==> src/include/damrc_pkg.sv <==
// Shared constants and types for the DRAM address multiplexer and refresh controller.
// Assumes one system clock; all counts below are in cycles of that clock.
package damrc_pkg;

  // ****************************************************************
  // Widths, reset values and counter step
  // ****************************************************************
  localparam int unsigned DAMRC_ADDR_W      = 9;
  localparam logic [8:0]  DAMRC_REFCNT_INIT = 9'h000;
  localparam logic [8:0]  DAMRC_REFCNT_STEP = 9'h001;

  // ****************************************************************
  // Refresh interval and refresh cycle timing
  // ****************************************************************
  localparam logic [8:0]  DAMRC_INT_SHORT_CYC = 9'h0E8;
  localparam logic [8:0]  DAMRC_INT_LONG_CYC  = 9'h174;
  localparam logic [8:0]  DAMRC_INT_SHORT_LD  = DAMRC_INT_SHORT_CYC - 9'h001;
  localparam logic [8:0]  DAMRC_INT_LONG_LD   = DAMRC_INT_LONG_CYC - 9'h001;
  localparam logic [2:0]  DAMRC_REF_RAS_CYC   = 3'h6;
  localparam logic [2:0]  DAMRC_REF_RAS_LD    = DAMRC_REF_RAS_CYC - 3'h1;

  // ****************************************************************
  // Types
  // ****************************************************************
  typedef logic [DAMRC_ADDR_W-1:0] damrc_addr_type;

  typedef struct packed {
    logic lower_row_strobe_n;
    logic upper_row_strobe_n;
    logic lower_col_strobe_n;
    logic upper_col_strobe_n;
  } damrc_strobe_type;

  localparam damrc_strobe_type DAMRC_STROBE_IDLE = 4'hF;

  typedef enum logic [5:0] {
    DAMRC_ST_IDLE     = 6'h01,
    DAMRC_ST_ROW      = 6'h02,
    DAMRC_ST_COL      = 6'h04,
    DAMRC_ST_REF_CHK  = 6'h08,
    DAMRC_ST_REF_ADDR = 6'h10,
    DAMRC_ST_REF_RAS  = 6'h20
  } damrc_state_type;

endpackage

==> src/rtl/damrc_ctrl.sv <==
// DRAM controller: address multiplexing, row and column strobes for two banks,
// internal or external refresh and arbitration against host accesses.
// Assumes host strobe, request and bank inputs meet setup to the falling clock edge.
`timescale 1ns/10ps
`default_nettype none

module damrc_ctrl (
  input  wire logic                        clk_sys,
  input  wire logic                        reset_n,
  input  wire logic                        refresh_mode_select,
  input  wire logic                        interval_or_refresh_req,
  input  wire logic                        mem_cycle_strobe_n,
  input  wire logic                        read_write_select,
  input  wire logic                        chip_select_n,
  input  wire logic                        bank_select,
  input  wire damrc_pkg::damrc_addr_type   row_addr_in,
  input  wire damrc_pkg::damrc_addr_type   col_addr_in,
  output var  damrc_pkg::damrc_addr_type   dram_addr_out,
  output var  damrc_pkg::damrc_strobe_type dram_strobe_n,
  output var  logic                        write_enable_n,
  output var  logic                        dram_oe_n,
  output var  logic                        ready
);

  // ****************************************************************
  // Falling-edge samples of host inputs
  // ****************************************************************
  logic as_fall_q;
  logic as_fall_d;
  logic req_fall_q;
  logic req_fall_d;
  logic bank_fall_q;
  logic bank_fall_d;

  always_comb begin
    as_fall_d   = mem_cycle_strobe_n;
    req_fall_d  = interval_or_refresh_req;
    bank_fall_d = bank_select;
  end

  always_ff @(negedge clk_sys or negedge reset_n) begin
    if (!reset_n) begin
      as_fall_q   <= 1'b1;
      req_fall_q  <= 1'b1;
      bank_fall_q <= 1'b0;
    end else begin
      as_fall_q   <= as_fall_d;
      req_fall_q  <= req_fall_d;
      bank_fall_q <= bank_fall_d;
    end
  end

  // ****************************************************************
  // Mode select synchroniser and edge detect
  // ****************************************************************
  // Mode select is a slow strap-like pin, so it is synchronised rather than sampled.
  logic mode_s1_q;
  logic mode_s2_q;
  logic mode_prev_q;
  logic mode_fall;

  always_ff @(posedge clk_sys or negedge reset_n) begin
    if (!reset_n) begin
      mode_s1_q   <= 1'b0;
      mode_s2_q   <= 1'b0;
      mode_prev_q <= 1'b0;
    end else begin
      mode_s1_q   <= refresh_mode_select;
      mode_s2_q   <= mode_s1_q;
      mode_prev_q <= mode_s2_q;
    end
  end

  assign mode_fall = mode_prev_q & ~mode_s2_q;

  // ****************************************************************
  // Refresh request sources
  // ****************************************************************
  logic timer_tick;
  logic int_mode;
  logic pend_set;

  assign int_mode = mode_s2_q;

  damrc_refresh_timer u_timer (
    .clk_sys       (clk_sys),
    .reset_n       (reset_n),
    .enable        (int_mode),
    .long_interval (req_fall_q),
    .tick_q        (timer_tick)
  );

  assign pend_set = int_mode ? timer_tick : ~req_fall_q;

  // ****************************************************************
  // Access and refresh sequencer
  // ****************************************************************
  damrc_pkg::damrc_state_type  state_q;
  damrc_pkg::damrc_state_type  state_d;
  damrc_pkg::damrc_strobe_type strobe_q;
  damrc_pkg::damrc_strobe_type strobe_d;
  damrc_pkg::damrc_addr_type   addr_q;
  damrc_pkg::damrc_addr_type   addr_d;
  damrc_pkg::damrc_addr_type   refcnt_q;
  damrc_pkg::damrc_addr_type   refcnt_d;
  logic [2:0]                  rascnt_q;
  logic [2:0]                  rascnt_d;
  logic                        ready_q;
  logic                        ready_d;
  logic                        pend_q;
  logic                        pend_d;
  logic                        pend_clr;

  always_comb begin
    state_d  = state_q;
    strobe_d = strobe_q;
    addr_d   = addr_q;
    refcnt_d = refcnt_q;
    rascnt_d = rascnt_q;
    ready_d  = ready_q;
    pend_clr = 1'b0;
    case (state_q)
      damrc_pkg::DAMRC_ST_IDLE, damrc_pkg::DAMRC_ST_REF_CHK: begin
        strobe_d = damrc_pkg::DAMRC_STROBE_IDLE;
        ready_d  = 1'b1;
        addr_d   = row_addr_in;
        if (!as_fall_q) begin
          state_d = damrc_pkg::DAMRC_ST_ROW;
          strobe_d.lower_row_strobe_n = bank_fall_q;
          strobe_d.upper_row_strobe_n = ~bank_fall_q;
        end else if (state_q == damrc_pkg::DAMRC_ST_REF_CHK) begin
          state_d  = damrc_pkg::DAMRC_ST_REF_ADDR;
          addr_d   = refcnt_q;
          ready_d  = 1'b0;
          pend_clr = 1'b1;
        end else if (pend_q) begin
          state_d = damrc_pkg::DAMRC_ST_REF_CHK;
        end
      end
      damrc_pkg::DAMRC_ST_ROW, damrc_pkg::DAMRC_ST_COL: begin
        if (as_fall_q) begin
          state_d  = damrc_pkg::DAMRC_ST_IDLE;
          strobe_d = damrc_pkg::DAMRC_STROBE_IDLE;
          addr_d   = row_addr_in;
        end else begin
          strobe_d.lower_row_strobe_n = bank_fall_q;
          strobe_d.upper_row_strobe_n = ~bank_fall_q;
          strobe_d.lower_col_strobe_n = 1'b0;
          strobe_d.upper_col_strobe_n = 1'b0;
          if (state_q == damrc_pkg::DAMRC_ST_ROW) begin
            addr_d = col_addr_in;
          end
          state_d = damrc_pkg::DAMRC_ST_COL;
        end
      end
      damrc_pkg::DAMRC_ST_REF_ADDR: begin
        strobe_d.lower_row_strobe_n = 1'b0;
        strobe_d.upper_row_strobe_n = 1'b0;
        strobe_d.lower_col_strobe_n = 1'b1;
        strobe_d.upper_col_strobe_n = 1'b1;
        rascnt_d = damrc_pkg::DAMRC_REF_RAS_LD;
        state_d  = damrc_pkg::DAMRC_ST_REF_RAS;
      end
      damrc_pkg::DAMRC_ST_REF_RAS: begin
        if (rascnt_q == 3'h0) begin
          strobe_d = damrc_pkg::DAMRC_STROBE_IDLE;
          ready_d  = 1'b1;
          addr_d   = row_addr_in;
          refcnt_d = refcnt_q + damrc_pkg::DAMRC_REFCNT_STEP;
          state_d  = damrc_pkg::DAMRC_ST_IDLE;
        end else begin
          rascnt_d = rascnt_q - 3'h1;
        end
      end
      default: begin
        state_d  = damrc_pkg::DAMRC_ST_IDLE;
        strobe_d = damrc_pkg::DAMRC_STROBE_IDLE;
        ready_d  = 1'b1;
      end
    endcase
    if (mode_fall) begin
      refcnt_d = damrc_pkg::DAMRC_REFCNT_INIT;
    end
    // A new request landing on the clear cycle is kept
    pend_d = pend_set | (pend_q & ~pend_clr);
  end

  always_ff @(posedge clk_sys or negedge reset_n) begin
    if (!reset_n) begin
      state_q  <= damrc_pkg::DAMRC_ST_IDLE;
      strobe_q <= damrc_pkg::DAMRC_STROBE_IDLE;
      addr_q   <= damrc_pkg::DAMRC_REFCNT_INIT;
      refcnt_q <= damrc_pkg::DAMRC_REFCNT_INIT;
      rascnt_q <= 3'h0;
      ready_q  <= 1'b1;
      pend_q   <= 1'b0;
    end else begin
      state_q  <= state_d;
      strobe_q <= strobe_d;
      addr_q   <= addr_d;
      refcnt_q <= refcnt_d;
      rascnt_q <= rascnt_d;
      ready_q  <= ready_d;
      pend_q   <= pend_d;
    end
  end

  // ****************************************************************
  // Outputs
  // ****************************************************************
  assign dram_addr_out  = addr_q;
  assign dram_strobe_n  = strobe_q;
  assign ready          = ready_q;
  assign dram_oe_n      = chip_select_n;
  assign write_enable_n = read_write_select;

  // ****************************************************************
  // Checks
  // ****************************************************************
  a_ready_low_bound: assert property (@(posedge clk_sys) disable iff (!reset_n)
    $fell(ready_q) |-> ##[1:10] ready_q)
    else $error("ready held low too long");

  a_row_after_sample: assert property (@(posedge clk_sys) disable iff (!reset_n)
    (state_q == damrc_pkg::DAMRC_ST_IDLE && !as_fall_q)
      |=> (strobe_q.lower_row_strobe_n != strobe_q.upper_row_strobe_n))
    else $error("row strobe missing after access sample");

  a_col_follows_row: assert property (@(posedge clk_sys) disable iff (!reset_n)
    (state_q == damrc_pkg::DAMRC_ST_ROW && !as_fall_q)
      |=> (!strobe_q.lower_col_strobe_n && !strobe_q.upper_col_strobe_n
           && addr_q == $past(col_addr_in)))
    else $error("column strobes or column address late");

  a_refresh_cols_high: assert property (@(posedge clk_sys) disable iff (!reset_n)
    !ready_q |-> (strobe_q.lower_col_strobe_n && strobe_q.upper_col_strobe_n))
    else $error("column strobe active in refresh");

  a_refresh_rows_low: assert property (@(posedge clk_sys) disable iff (!reset_n)
    (state_q == damrc_pkg::DAMRC_ST_REF_RAS)
      |-> (!strobe_q.lower_row_strobe_n && !strobe_q.upper_row_strobe_n && !ready_q))
    else $error("refresh without both row strobes");

  a_refresh_addr_first: assert property (@(posedge clk_sys) disable iff (!reset_n)
    $fell(ready_q) |-> (addr_q == refcnt_q && strobe_q.lower_row_strobe_n)
      ##1 !strobe_q.lower_row_strobe_n)
    else $error("refresh address not ahead of row strobes");

  a_count_step: assert property (@(posedge clk_sys) disable iff (!reset_n)
    ($rose(ready_q) && !$past(mode_fall))
      |-> refcnt_q == $past(refcnt_q) + damrc_pkg::DAMRC_REFCNT_STEP)
    else $error("refresh counter did not step by one");

  a_mode_clear: assert property (@(posedge clk_sys) disable iff (!reset_n)
    mode_fall |=> refcnt_q == damrc_pkg::DAMRC_REFCNT_INIT)
    else $error("mode fall did not clear counter");

  a_access_release: assert property (@(posedge clk_sys) disable iff (!reset_n)
    (state_q == damrc_pkg::DAMRC_ST_COL && as_fall_q)
      |=> (strobe_q == damrc_pkg::DAMRC_STROBE_IDLE && ready_q))
    else $error("strobes not released or refresh cut into access");

  // An access sampled at either of the next two falling edges legally goes first
  a_ext_refresh_bound: assert property (@(posedge clk_sys) disable iff (!reset_n)
    (!int_mode && !req_fall_q && state_q == damrc_pkg::DAMRC_ST_IDLE && as_fall_q)
      ##1 as_fall_q ##1 as_fall_q |-> ##[0:1] !ready_q)
    else $error("external refresh did not start");

endmodule

`default_nettype wire

==> src/rtl/damrc_refresh_timer.sv <==
// Internal refresh interval timer: one-cycle tick per refresh interval.
// Assumes enable and interval select come from logic on clk_sys.
`timescale 1ns/10ps
`default_nettype none

module damrc_refresh_timer (
  input  wire logic clk_sys,
  input  wire logic reset_n,
  input  wire logic enable,
  input  wire logic long_interval,
  output var  logic tick_q
);

  logic [8:0] count_q;
  logic [8:0] count_d;
  logic       tick_d;
  logic [8:0] reload;

  // ****************************************************************
  // Interval counter
  // ****************************************************************
  always_comb begin
    reload  = long_interval ? damrc_pkg::DAMRC_INT_LONG_LD : damrc_pkg::DAMRC_INT_SHORT_LD;
    count_d = count_q;
    tick_d  = 1'b0;
    if (!enable) begin
      count_d = reload;
    end else if (count_q == 9'h000) begin
      count_d = reload;
      tick_d  = 1'b1;
    end else begin
      count_d = count_q - 9'h001;
    end
  end

  always_ff @(posedge clk_sys or negedge reset_n) begin
    if (!reset_n) begin
      count_q <= damrc_pkg::DAMRC_INT_SHORT_LD;
      tick_q  <= 1'b0;
    end else begin
      count_q <= count_d;
      tick_q  <= tick_d;
    end
  end

  // ****************************************************************
  // Check helpers
  // ****************************************************************
  // A gap counter keeps the period checks cheap; a long repetition would not be
  logic [8:0] gap_q;
  logic [8:0] gap_d;
  logic       prev_long_q;
  logic       prev_long_d;
  logic       per_long_q;
  logic       per_long_d;
  logic       per_valid_q;
  logic       per_valid_d;

  always_comb begin
    gap_d       = gap_q;
    prev_long_d = long_interval;
    per_long_d  = per_long_q;
    per_valid_d = per_valid_q;
    if (!enable) begin
      gap_d       = 9'h000;
      per_valid_d = 1'b0;
    end else if (tick_q) begin
      // Period of the next gap was chosen in the cycle before this tick
      gap_d       = 9'h001;
      per_long_d  = prev_long_q;
      per_valid_d = 1'b1;
    end else if (gap_q != 9'h1FF) begin
      gap_d = gap_q + 9'h001;
    end
  end

  always_ff @(posedge clk_sys or negedge reset_n) begin
    if (!reset_n) begin
      gap_q       <= 9'h000;
      prev_long_q <= 1'b0;
      per_long_q  <= 1'b0;
      per_valid_q <= 1'b0;
    end else begin
      gap_q       <= gap_d;
      prev_long_q <= prev_long_d;
      per_long_q  <= per_long_d;
      per_valid_q <= per_valid_d;
    end
  end

  a_tick_spacing_short: assert property (@(posedge clk_sys) disable iff (!reset_n)
    tick_q |=> !tick_q [*8])
    else $error("refresh ticks too close together");

  a_tick_period_short: assert property (@(posedge clk_sys) disable iff (!reset_n)
    (per_valid_q && !per_long_q && gap_q == damrc_pkg::DAMRC_INT_SHORT_CYC) |-> tick_q)
    else $error("short refresh interval missed its tick");

  a_tick_period_long: assert property (@(posedge clk_sys) disable iff (!reset_n)
    (per_valid_q && per_long_q && gap_q == damrc_pkg::DAMRC_INT_LONG_CYC) |-> tick_q)
    else $error("long refresh interval missed its tick");

  a_tick_period_exact: assert property (@(posedge clk_sys) disable iff (!reset_n)
    (tick_q && per_valid_q)
      |-> gap_q == (per_long_q ? damrc_pkg::DAMRC_INT_LONG_CYC : damrc_pkg::DAMRC_INT_SHORT_CYC))
    else $error("refresh tick came early");

endmodule

`default_nettype wire

==> config.mk <==
export PLATFORM = sky130hd
export DESIGN_NAME = damrc_ctrl
export DESIGN_NICKNAME = d
export VERILOG_FILES = /design/src/include/damrc_pkg.sv /design/src/rtl/damrc_ctrl.sv /design/src/rtl/damrc_refresh_timer.sv
export SDC_FILE = /design/constraint.sdc
export NUM_CORES = 1
export LEC_CHECK = 0
export BUFFER_PORTS_ARGS = -buffer_cell sky130_fd_sc_hd__buf_2
export CORE_MARGIN = 4
export CORE_UTILIZATION = 45
export DETAILED_ROUTE_END_ITERATION = 10
export GPL_TIMING_DRIVEN = 0
export HOLD_SLACK_MARGIN = 0.03
export PLACE_DENSITY = 0.76
export SLEW_MARGIN = 20
export SYNTH_ARGS = -nofsm -noshare
export SYNTH_HDL_FRONTEND = slang
export SYNTH_SLANG_ARGS = --single-unit
==> constraint.sdc <==
create_clock -name clk_sys -period 3.65 [get_ports clk_sys]
set_input_delay 0.73 -clock clk_sys [delete_from_list [all_inputs] [get_ports clk_sys]]
set_output_delay 0.73 -clock clk_sys [all_outputs]
set_load 0.01 [all_outputs]
==> results of run 1 <==
[registers in the layout, summed over array words and instances, names as in the netlist, 3 cells and up]
| register | count |
|---|---|
| dram_addr_out | 9 |
| refcnt_q | 9 |
| u_timer.count_q | 9 |
| state_q | 6 |
| dram_strobe_n | 3 |
| rascnt_q | 3 |
[per-layer routing]
metal  track usage  vias up  routed length, µm
met5             0        -                  0
met1         0.223     1079               2600
met2         0.277       60               2840
met3        0.0408        8                380
met4        0.0561        0                 74
li1              -     1085                  -
[through the flow]
step           hold slack (ns)  TNS (ns)  setup slack, ns  cell area (µm²)
3_5_place_dp             0.336     -1.33           -0.158             2980
6_report                 0.356         0          0.00741             3180
5_1_grt                  0.380    -0.344          -0.0570             3180
4_1_cts                  0.358    -0.163          -0.0333             3170
2_1_floorplan            0.331         0         0.000192             2700
3_3_place_gp             0.331     -1.19           -0.137             2980
[area by class of cell]
| class | instances | area [µm²] | area share |
|---|---|---|---|
| multi-input combinational | 194 | 1330 | 0.418 |
| sequential | 48 | 1220 | 0.383 |
| timing repair buffer | 45 | 250 | 0.0788 |
| clock buffer | 7 | 119 | 0.0374 |
| buffer | 15 | 119 | 0.0374 |
| tap | 72 | 90.1 | 0.0284 |
| inverter | 10 | 37.5 | 0.0118 |
| clock inverter | 3 | 16.3 | 0.00512 |
[cells in the final DEF, fill, tap and decap left out, types with 10 or more instances in the layout]
master,Yosys,final
dfrtp_1,34,34
nand2_1,13,13
nor2_1,16,16
nor4_1,10,10
and3_1,11,11
o21ai_0,17,17
dfstp_2,13,13
a31oi_1,12,11
inv_1,11,12
buf_2,2,39
[worst max path at each step]
stage,end,slack (ns),depth (start not counted)
CTS,dram_addr_out[3],-0.03,6
floorplan,dram_addr_out[7],0.0002,6
finish,dram_addr_out[6],0.007,5
global placement,dram_addr_out[7],-0.14,6
global route,dram_addr_out[6],-0.06,5
detailed placement,dram_addr_out[3],-0.16,6
[kinds of logic (layout without fill, tap and decap cells)]
logic type,after synthesis,after routing,synth area share
AO/OA/AOI/OAI,68,68,0.167
XOR/XNOR,13,13,0.0422
adder cells (fa/ha/maj),4,4,0.0186
buffers and inverters,28,80,0.0627
flip-flops,48,48,0.452
multiplexers,6,6,0.0246
AND/OR/NAND/NOR,103,103,0.233
[worst register-to-register path, stage by stage (launching register included)]
cell	delay (ns)
dfstp_2	0.54
or4bb_4	0.47
a31oi_4	0.25
or3_4	0.18
buf_6	0.11
a31oi_1	0.08
[report_power, final]
part	leakage [nW]	internal, mW	switching [mW]
logic	0.735	0.434	0.474
clock network	0.0758	0.224	0.193
registers	0.579	0.657	0.0630
total	1.39	1.32	0.730
[what timing repair did]
item,CTS,global route
hold endpoints to repair,0,0
setup buffers,5,0
gates resized for setup,5,3
gates cloned,1,0
endpoints found under the setup margin,9,10
pin swaps,2,4
==> flow_metrics.tcl, run 1 <==
set metrics [dict create \
    outcome "complete, no violations" \
    place_congestion 0.842 \
    dp_cells 381 \
    hp-class "reg -> reg" \
    crit_path_end_kind "register" \
    cp.required_ns 3.82 \
    cts_buffer_depth 2 \
    final_nets 351 \
    num_rows 27 \
    syn-mean-instance-area_um2 9.98 \
    p_leak_nw 1.39 \
    clock_sink_count 48 \
    area_delta_synth_final_pct 17.9 \
    grt_pass1_vias 2166 \
    core_region_area_mm2 0.00564 \
    cp_top_family "simple AND/OR/NAND/NOR gates" \
    vias_per_cell 5.66 \
    yosys.area.top_type "dfrtp_1" \
    drc 0 \
    path_class "reg -> reg" \
    wl_per_cell_um 15.0 \
    antenna_cells 0 \
    cpPeakStageDelay_ns 0.54 \
    synth.area.top_cells "dfrtp_1 32%, dfstp_2 13%, o21ai_0 3.2%" \
    async_reset_ff_frac 1.00 \
    setup_viol 0 \
    yosysSeqAreaShare 0.452 \
    rsz0062_at_grt "yes" \
    cts_tree "done" \
    syn_inst 270 \
    slowest_stage "dfstp_2" \
    hold-path-cell-count 0 \
    yosysMostFrequentCell "dfrtp_1" \
    top_level_ports 42 \
    ys_ff_latch 48 \
    worstPathArrival_ns 3.81 \
    rr_startpoint "as_fall_q" \
    synth_ff_type "dfrtp_1" \
    timing.rr.end "dram_addr_out[6]" \
    drt-total-wl_um 5890 \
    ant_nets 0 \
    power.density_mw_per_mm2 644 \
    drv_slew 0 \
    hold_start "mode_s1_q" \
    synthTopCellsByCount "34 x dfrtp_1, 17 x o21ai_0, 16 x nor2_1" \
    yosysTopAreaCellShare 0.316 \
    grtUsageTotal 0.170 \
    worstPathMaxFanout 5 \
    portBuffers 39 \
    grt_pass1_wl_um 10100 \
    vias 2232 \
    die_area_mm2 0.00729 \
    drive_gt1_frac 0.311 \
    drv_cap 0 \
    fin_skew_ns 0.0619 \
    finalHoldViolCount 0 \
    cts_hold_buf 0 \
    cts_root_buffer "clkbuf_8" \
    fill_cells 480 \
    die_h_um 85.4 \
    antenna_found_initial 0 \
    cts.htree.levels 2 \
    start_util 0.478 \
    cts_buffers 5 \
    drt-initial-drc-count 135 \
    cp_num_buf_inv 1 \
    drtPass1Iterations 5 \
    synth-edff-count 0 \
    min_to "int_mode" \
    crit_path_start_kind "register" \
    total_power_mw 2.05 \
    fp.dieW_um 85.4 \
    maxSlewHeadroom 0.524 \
    grt_start_max_net_pins 49 \
    clk_latency_ns 0.36 \
    tightest_slew_ns 0.708 \
    crit_start "as_fall_q" \
    overflow 0 \
    r2r_setup_slack_ns 0.007 \
    clkTransAtPathRegs_ns 0.09 \
    utilization 0.563 \
    cp_cell_sequence "or4bb_4, a31oi_4, or3_4, buf_6, a31oi_1" \
    synth_cell_types 54 \
    hpwl_um 4220 \
    syn-cell-area_mm2 0.00270 \
    synthesis.nets 300 \
    irDropWorstVdd_mv 0.329 \
    reg2reg_depth 5 \
    synth_warnings 0 \
    fin_cells 394 \
]
Note: power is estimated with default switching activity, not from simulation.
==> run 2, diff against run 1 <==
Settings changed: ABC_AREA from default to 1, PLACE_DENSITY 0.76 to 0.66.
==> run 2 against run 1 <==
  * Hold slack better by 0.0051 ns
  * Setup slack better by 0.15 ns
  * Sequential cell count is the same
  * Cell count is 21% higher
  * Clock skew grew 0.0034 ns
  * Synthesized cell count increased by 30%
  * Global-route usage down 0.81 points
==> flow_metrics.tcl, run 2 <==
set metrics [dict create \
    top_level_ports 42 \
    p_int_mw 1.17 \
    utilization 0.533 \
    hpwl_um 4250 \
    grtUsageTotal 0.162 \
    vias_per_cell 4.87 \
    rsz0062_at_grt "no" \
    vias 2312 \
    reg2reg_depth 7 \
    cp_top_family "buffers and inverters" \
    p_leak_nw 1.65 \
    num_rows 28 \
    multiInputGateArea_mm2 0.00127 \
    antenna_found_initial 0 \
    met3_usage 0.0355 \
    synth_cell_types 37 \
    yosys.area.top_type "dfrtp_1" \
    final_cell_mix "90 x nand2_1, 45 x inv_1, 41 x buf_2, 37 x nand3_1, 34 x dfrtp_1" \
    slowest_stage "dfstp_2" \
    yosysTopAreaCellShare 0.311 \
    syn-cell-area_mm2 0.00274 \
    met2_usage 0.264 \
    cpPeakStageDelay_ns 0.51 \
    synth-edff-count 0 \
    drt-total-wl_um 5720 \
    globalRoute.busiestLayer "met2" \
    comb_power_share 0.405 \
    hp-class "reg -> reg" \
    fill_cells 580 \
    swShare 0.395 \
    stdcell_area_mm2 0.00316 \
    seqCellArea_mm2 0.00122 \
    maxSlewHeadroom 0.609 \
    cp.required_ns 3.84 \
    place_congestion 0.796 \
    crit_path_end_kind "register" \
    cts_tree "done" \
    cts_resized 0 \
    drv_cap 0 \
    synth_ff_type "dfrtp_1" \
    fin_skew_ns 0.0653 \
    power.density_mw_per_mm2 611 \
    cp_num_buf_inv 2 \
    wl_per_cell_um 12.0 \
    total_power_mw 1.93 \
    clkPwrFrac 0.213 \
    worstPathMaxFanout 10 \
    finalHoldViolCount 0 \
    grt_use_met1 0.215 \
    synth_warnings 0 \
    cts_hold_buf 0 \
    path_class "reg -> reg" \
    final_nets 429 \
    power_frac_seq 0.382 \
    crit_path_start_kind "register" \
    hold-path-cell-count 0 \
    cp_num_cells 7 \
    syn_inst 352 \
    drt-initial-drc-count 145 \
    cp_cell_sequence "clkbuf_2, clkbuf_1, nand3_1, nand3_1, nand2_1, nand2_1, nand2_1" \
    die_area_mm2 0.00739 \
    ant_nets 0 \
    grt_pass1_wl_um 9690 \
    place_area_mm2 0.00302 \
    clock_sink_count 48 \
    setup_viol 0 \
    r2r_setup_slack_ns 0.16 \
    synthTopCellsByCount "90 x nand2_1, 44 x inv_1, 37 x nand3_1" \
    irDropWorstVdd_mv 0.315 \
    yosysSeqAreaShare 0.445 \
    grt_pass1_vias 2208 \
    setup_tns_ns 0 \
    tightest_slew_ns 0.587 \
    cts_root_buffer "clkbuf_8" \
    start_util 0.462 \
    p_sw_uw 762 \
    worstPathArrival_ns 3.68 \
    antenna_cells 0 \
    async_reset_ff_frac 1.00 \
    drtPass1Iterations 4 \
    cts_buffer_depth 2 \
    final_common_cell "nand2_1" \
    fp.dieW_um 86.0 \
    cts_setup_buffers 0 \
    drv_slew 0 \
    yosysMostFrequentCell "nand2_1" \
    synth.area.top_cells "dfrtp_1 31%, dfstp_2 12%, nand2_1 12%" \
    outcome "complete, no violations" \
    drive_gt1_frac 0.245 \
    portBuffers 39 \
    cts.htree.levels 2 \
    die_h_um 86.0 \
    syn-mean-instance-area_um2 7.77 \
    cts_buffers 5 \
    clk_latency_ns 0.36 \
    synthesis.nets 382 \
    area_delta_synth_final_pct 15.5 \
    grt_start_max_net_pins 49 \
    core_region_area_mm2 0.00592 \
    ys_ff_latch 48 \
    overflow 0 \
    cp_common_cell "nand2_1" \
    clkTransAtPathRegs_ns 0.09 \
    drc 0 \
]
[run 2: metal layers]
layer,vias up,part of all wire
met5,-,0
met4,0,0.0052
met3,4,0.044
met2,48,0.47
met1,1058,0.48
li1,1202,-
[run 2: final cells by class]
type / instances / area share
clock buffers: 7 / 0.0376
plain buffers: 10 / 0.0182
well taps: 75 / 0.0297
multi-input cells: 244 / 0.403
clock inverters: 3 / 0.00515
repair buffers: 39 / 0.0626
inverters: 49 / 0.0582
flip-flops and latches: 48 / 0.385
[run 2: path summary, 6_finish.rpt]
check / from / to
max in group asynchronous: reset_n / as_fall_q
worst max-delay path: as_fall_q / dram_addr_out[5]
worst min-delay path: mode_s1_q / int_mode
min in group asynchronous: reset_n / dram_addr_out[1]
worst max register to register: as_fall_q / dram_addr_out[5]
worst min register to register: mode_s1_q / int_mode
[run 2: kinds of logic after synthesis]
kind of cell    after synthesis  synth area share
flops                        48             0.445
buf+inv                      60            0.0897
simple gates                193             0.348
xor+xnor                      6            0.0192
compound gates               41            0.0801
fa+ha+maj                     4            0.0183
[run 2: power by group through the flow]
stage	clock network (mW)	registers, mW	logic, mW
3_5_place_dp	0.00515	0.747	0.778
3_3_place_gp	0.00515	0.743	0.773
5_1_grt	0.452	0.754	0.885
4_1_cts	0.428	0.738	0.784
6_report	0.412	0.736	0.781
2_1_floorplan	0.00515	0.770	0.554
[run 2: metrics by stage]
stage	hold slack, ns	setup slack (ns)	std cells
6_report	0.361	0.158	475
5_1_grt	0.380	0.0215	475
4_1_cts	0.366	0.166	475
3_5_place_dp	0.338	0.225	466
3_3_place_gp	0.340	0.232	466
2_1_floorplan	0.331	0.463	352
==> run 3, diff against run 2 <==
Settings changed: BUFFER_PORTS_ARGS -buffer_cell sky130_fd_sc_hd__buf_2 to -buffer_cell sky130_fd_sc_hd__buf_4.
==> run 3 against run 2 <==
  * Sequential cell count did not move
  * Critical path depth rose by 2
  * Clock power rose by 2%
  * Core utilization rose by 1.6 points
  * Routed wire length rose by 0.80%
  * Sequential share of layout area fell by 1.2 points
  * Global-route usage rose by 0.41 points
  * Setup slack improved by 0.087 ns
  * Clock skew rose by 0.00067 ns
  * Via count fell by 0.99%
  * Critical path type unchanged
  * Highest routed layer unchanged
==> flow_metrics.tcl, run 3 (synthesis results as in run 2) <==
set metrics [dict create \
    outcome "complete, no violations" \
    overflow 0 \
    irDropWorstVdd_mv 0.265 \
    clkTransAtPathRegs_ns 0.10 \
    ant_nets 0 \
    drt-initial-drc-count 164 \
    wl_per_cell_um 12.1 \
    grt_pass1_wl_um 10100 \
    cts_root_buffer "clkbuf_8" \
    die_area_mm2 0.00739 \
    rsz0062_at_grt "no" \
    clock_sink_count 48 \
    met3_length_um 283 \
    final_common_cell "nand2_1" \
    worstPathMaxFanout 10 \
    maxSlewHeadroom 0.607 \
    start_util 0.462 \
    drc 0 \
    cts.htree.levels 2 \
    grtUsageTotal 0.166 \
    num_rows 28 \
    area_delta_synth_final_pct 19.0 \
    cts_buffer_depth 2 \
    drt-total-wl_um 5770 \
    fill_cells 564 \
    power.density_mw_per_mm2 609 \
    core_region_area_mm2 0.00592 \
    cts_tree "done" \
    antenna_cells 0 \
    cp.required_ns 3.85 \
    fp.dieW_um 86.0 \
    finalHoldViolCount 0 \
    crit_path_start_kind "register" \
    setup_tns_ns 0 \
    wl_met2_um 2670 \
    crit_path_end_kind "register" \
    antenna_found_initial 0 \
    fin_skew_ns 0.0659 \
    drtPass1Iterations 4 \
    grt_pass1_vias 2233 \
    cts_hold_buf 0 \
    drive_gt1_frac 0.250 \
    final_cell_mix "90 x nand2_1, 45 x inv_1, 43 x buf_4, 37 x nand3_1, 34 x dfrtp_1" \
    vias 2289 \
    hpwl_um 4290 \
    die_h_um 86.0 \
    path_class "reg -> reg" \
    final_nets 429 \
    p_leak_nw 1.69 \
    vias_per_cell 4.82 \
    hp-class "reg -> reg" \
    grt_start_max_net_pins 49 \
    top_level_ports 42 \
    dp_cells 466 \
    portBuffers 39 \
    worstPathArrival_ns 3.60 \
    top_layer_used "met4" \
    setup_viol 0 \
    clk_latency_ns 0.36 \
    drv_slew 0 \
    drv_cap 0 \
    fin_cells 475 \
    cts_buffers 5 \
    place_congestion 0.871 \
    drt-met1-wl_um 2750 \
    tightest_slew_ns 0.590 \
]
## run 3: changes by cell type in the layout (fill, tap and decap cells not counted)
cell      change
buf_2        -38
clkbuf_1      -2
buf_4        +38
clkbuf_2      +2
## run 3: area by class of cell
class	count	area, µm²	share of cell area
multi-input cells	244	1270	0.391
flip-flops and latches	48	1220	0.374
repair buffers	39	293	0.0899
inverters	49	184	0.0565
clock buffers	7	119	0.0365
well taps	75	93.8	0.0288
plain buffers	10	60.1	0.0184
clock inverters	3	16.3	0.00500
## run 3: timing repair
| item | CTS | global route |
|---|---|---|
| buffers inserted | 0 | 0 |
| endpoints found under the setup margin | 0 | 2 |
| resized for setup | 0 | 4 |
## run 3: path summary, 6_finish.rpt
path,from,to,slack [ns],cells past startpoint
max,as_fall_q,dram_addr_out[7],0.25,9
min,mode_s1_q,int_mode,0.37,0
max reg2reg,as_fall_q,dram_addr_out[7],0.25,9
min reg2reg,mode_s1_q,int_mode,0.37,0
max in group asynchronous,reset_n,as_fall_q,1.05,1
min in group asynchronous,reset_n,refcnt_q[6],0.41,1
## run 3: report_power, final
group / switching [mW] / internal (mW)
registers: 0.0732 / 0.666
clock network: 0.198 / 0.224
logic: 0.501 / 0.319
## run 3: stage by stage
stage	setup slack, ns	hold slack [ns]	total power [mW]	cell area (µm²)	utilization
6_report	0.245	0.367	1.98	3260	0.550
5_1_grt	0.0408	0.376	2.15	3260	0.550
4_1_cts	0.187	0.371	2.00	3250	0.549
3_5_place_dp	0.252	0.349	1.58	3120	0.527
3_3_place_gp	0.254	0.340	1.57	3120	0.527
2_1_floorplan	0.463	0.331	1.33	2740	-
## run 3: worst max-delay path, cell delays in order (launching register included)
cell	delay [ns]
dfstp_2	0.52
clkbuf_2	0.15
inv_1	0.08
buf_2	0.18
nand2_1	0.07
o21ai_0	0.07
a21oi_1	0.15
nand2_1	0.08
nand2_1	0.06
nand2_1	0.04
## run 3: layer usage
layer,GRT usage,up-vias
met4,0.0475,0
met5,0,-
met2,0.266,44
met3,0.0365,7
li1,-,1201
met1,0.227,1037
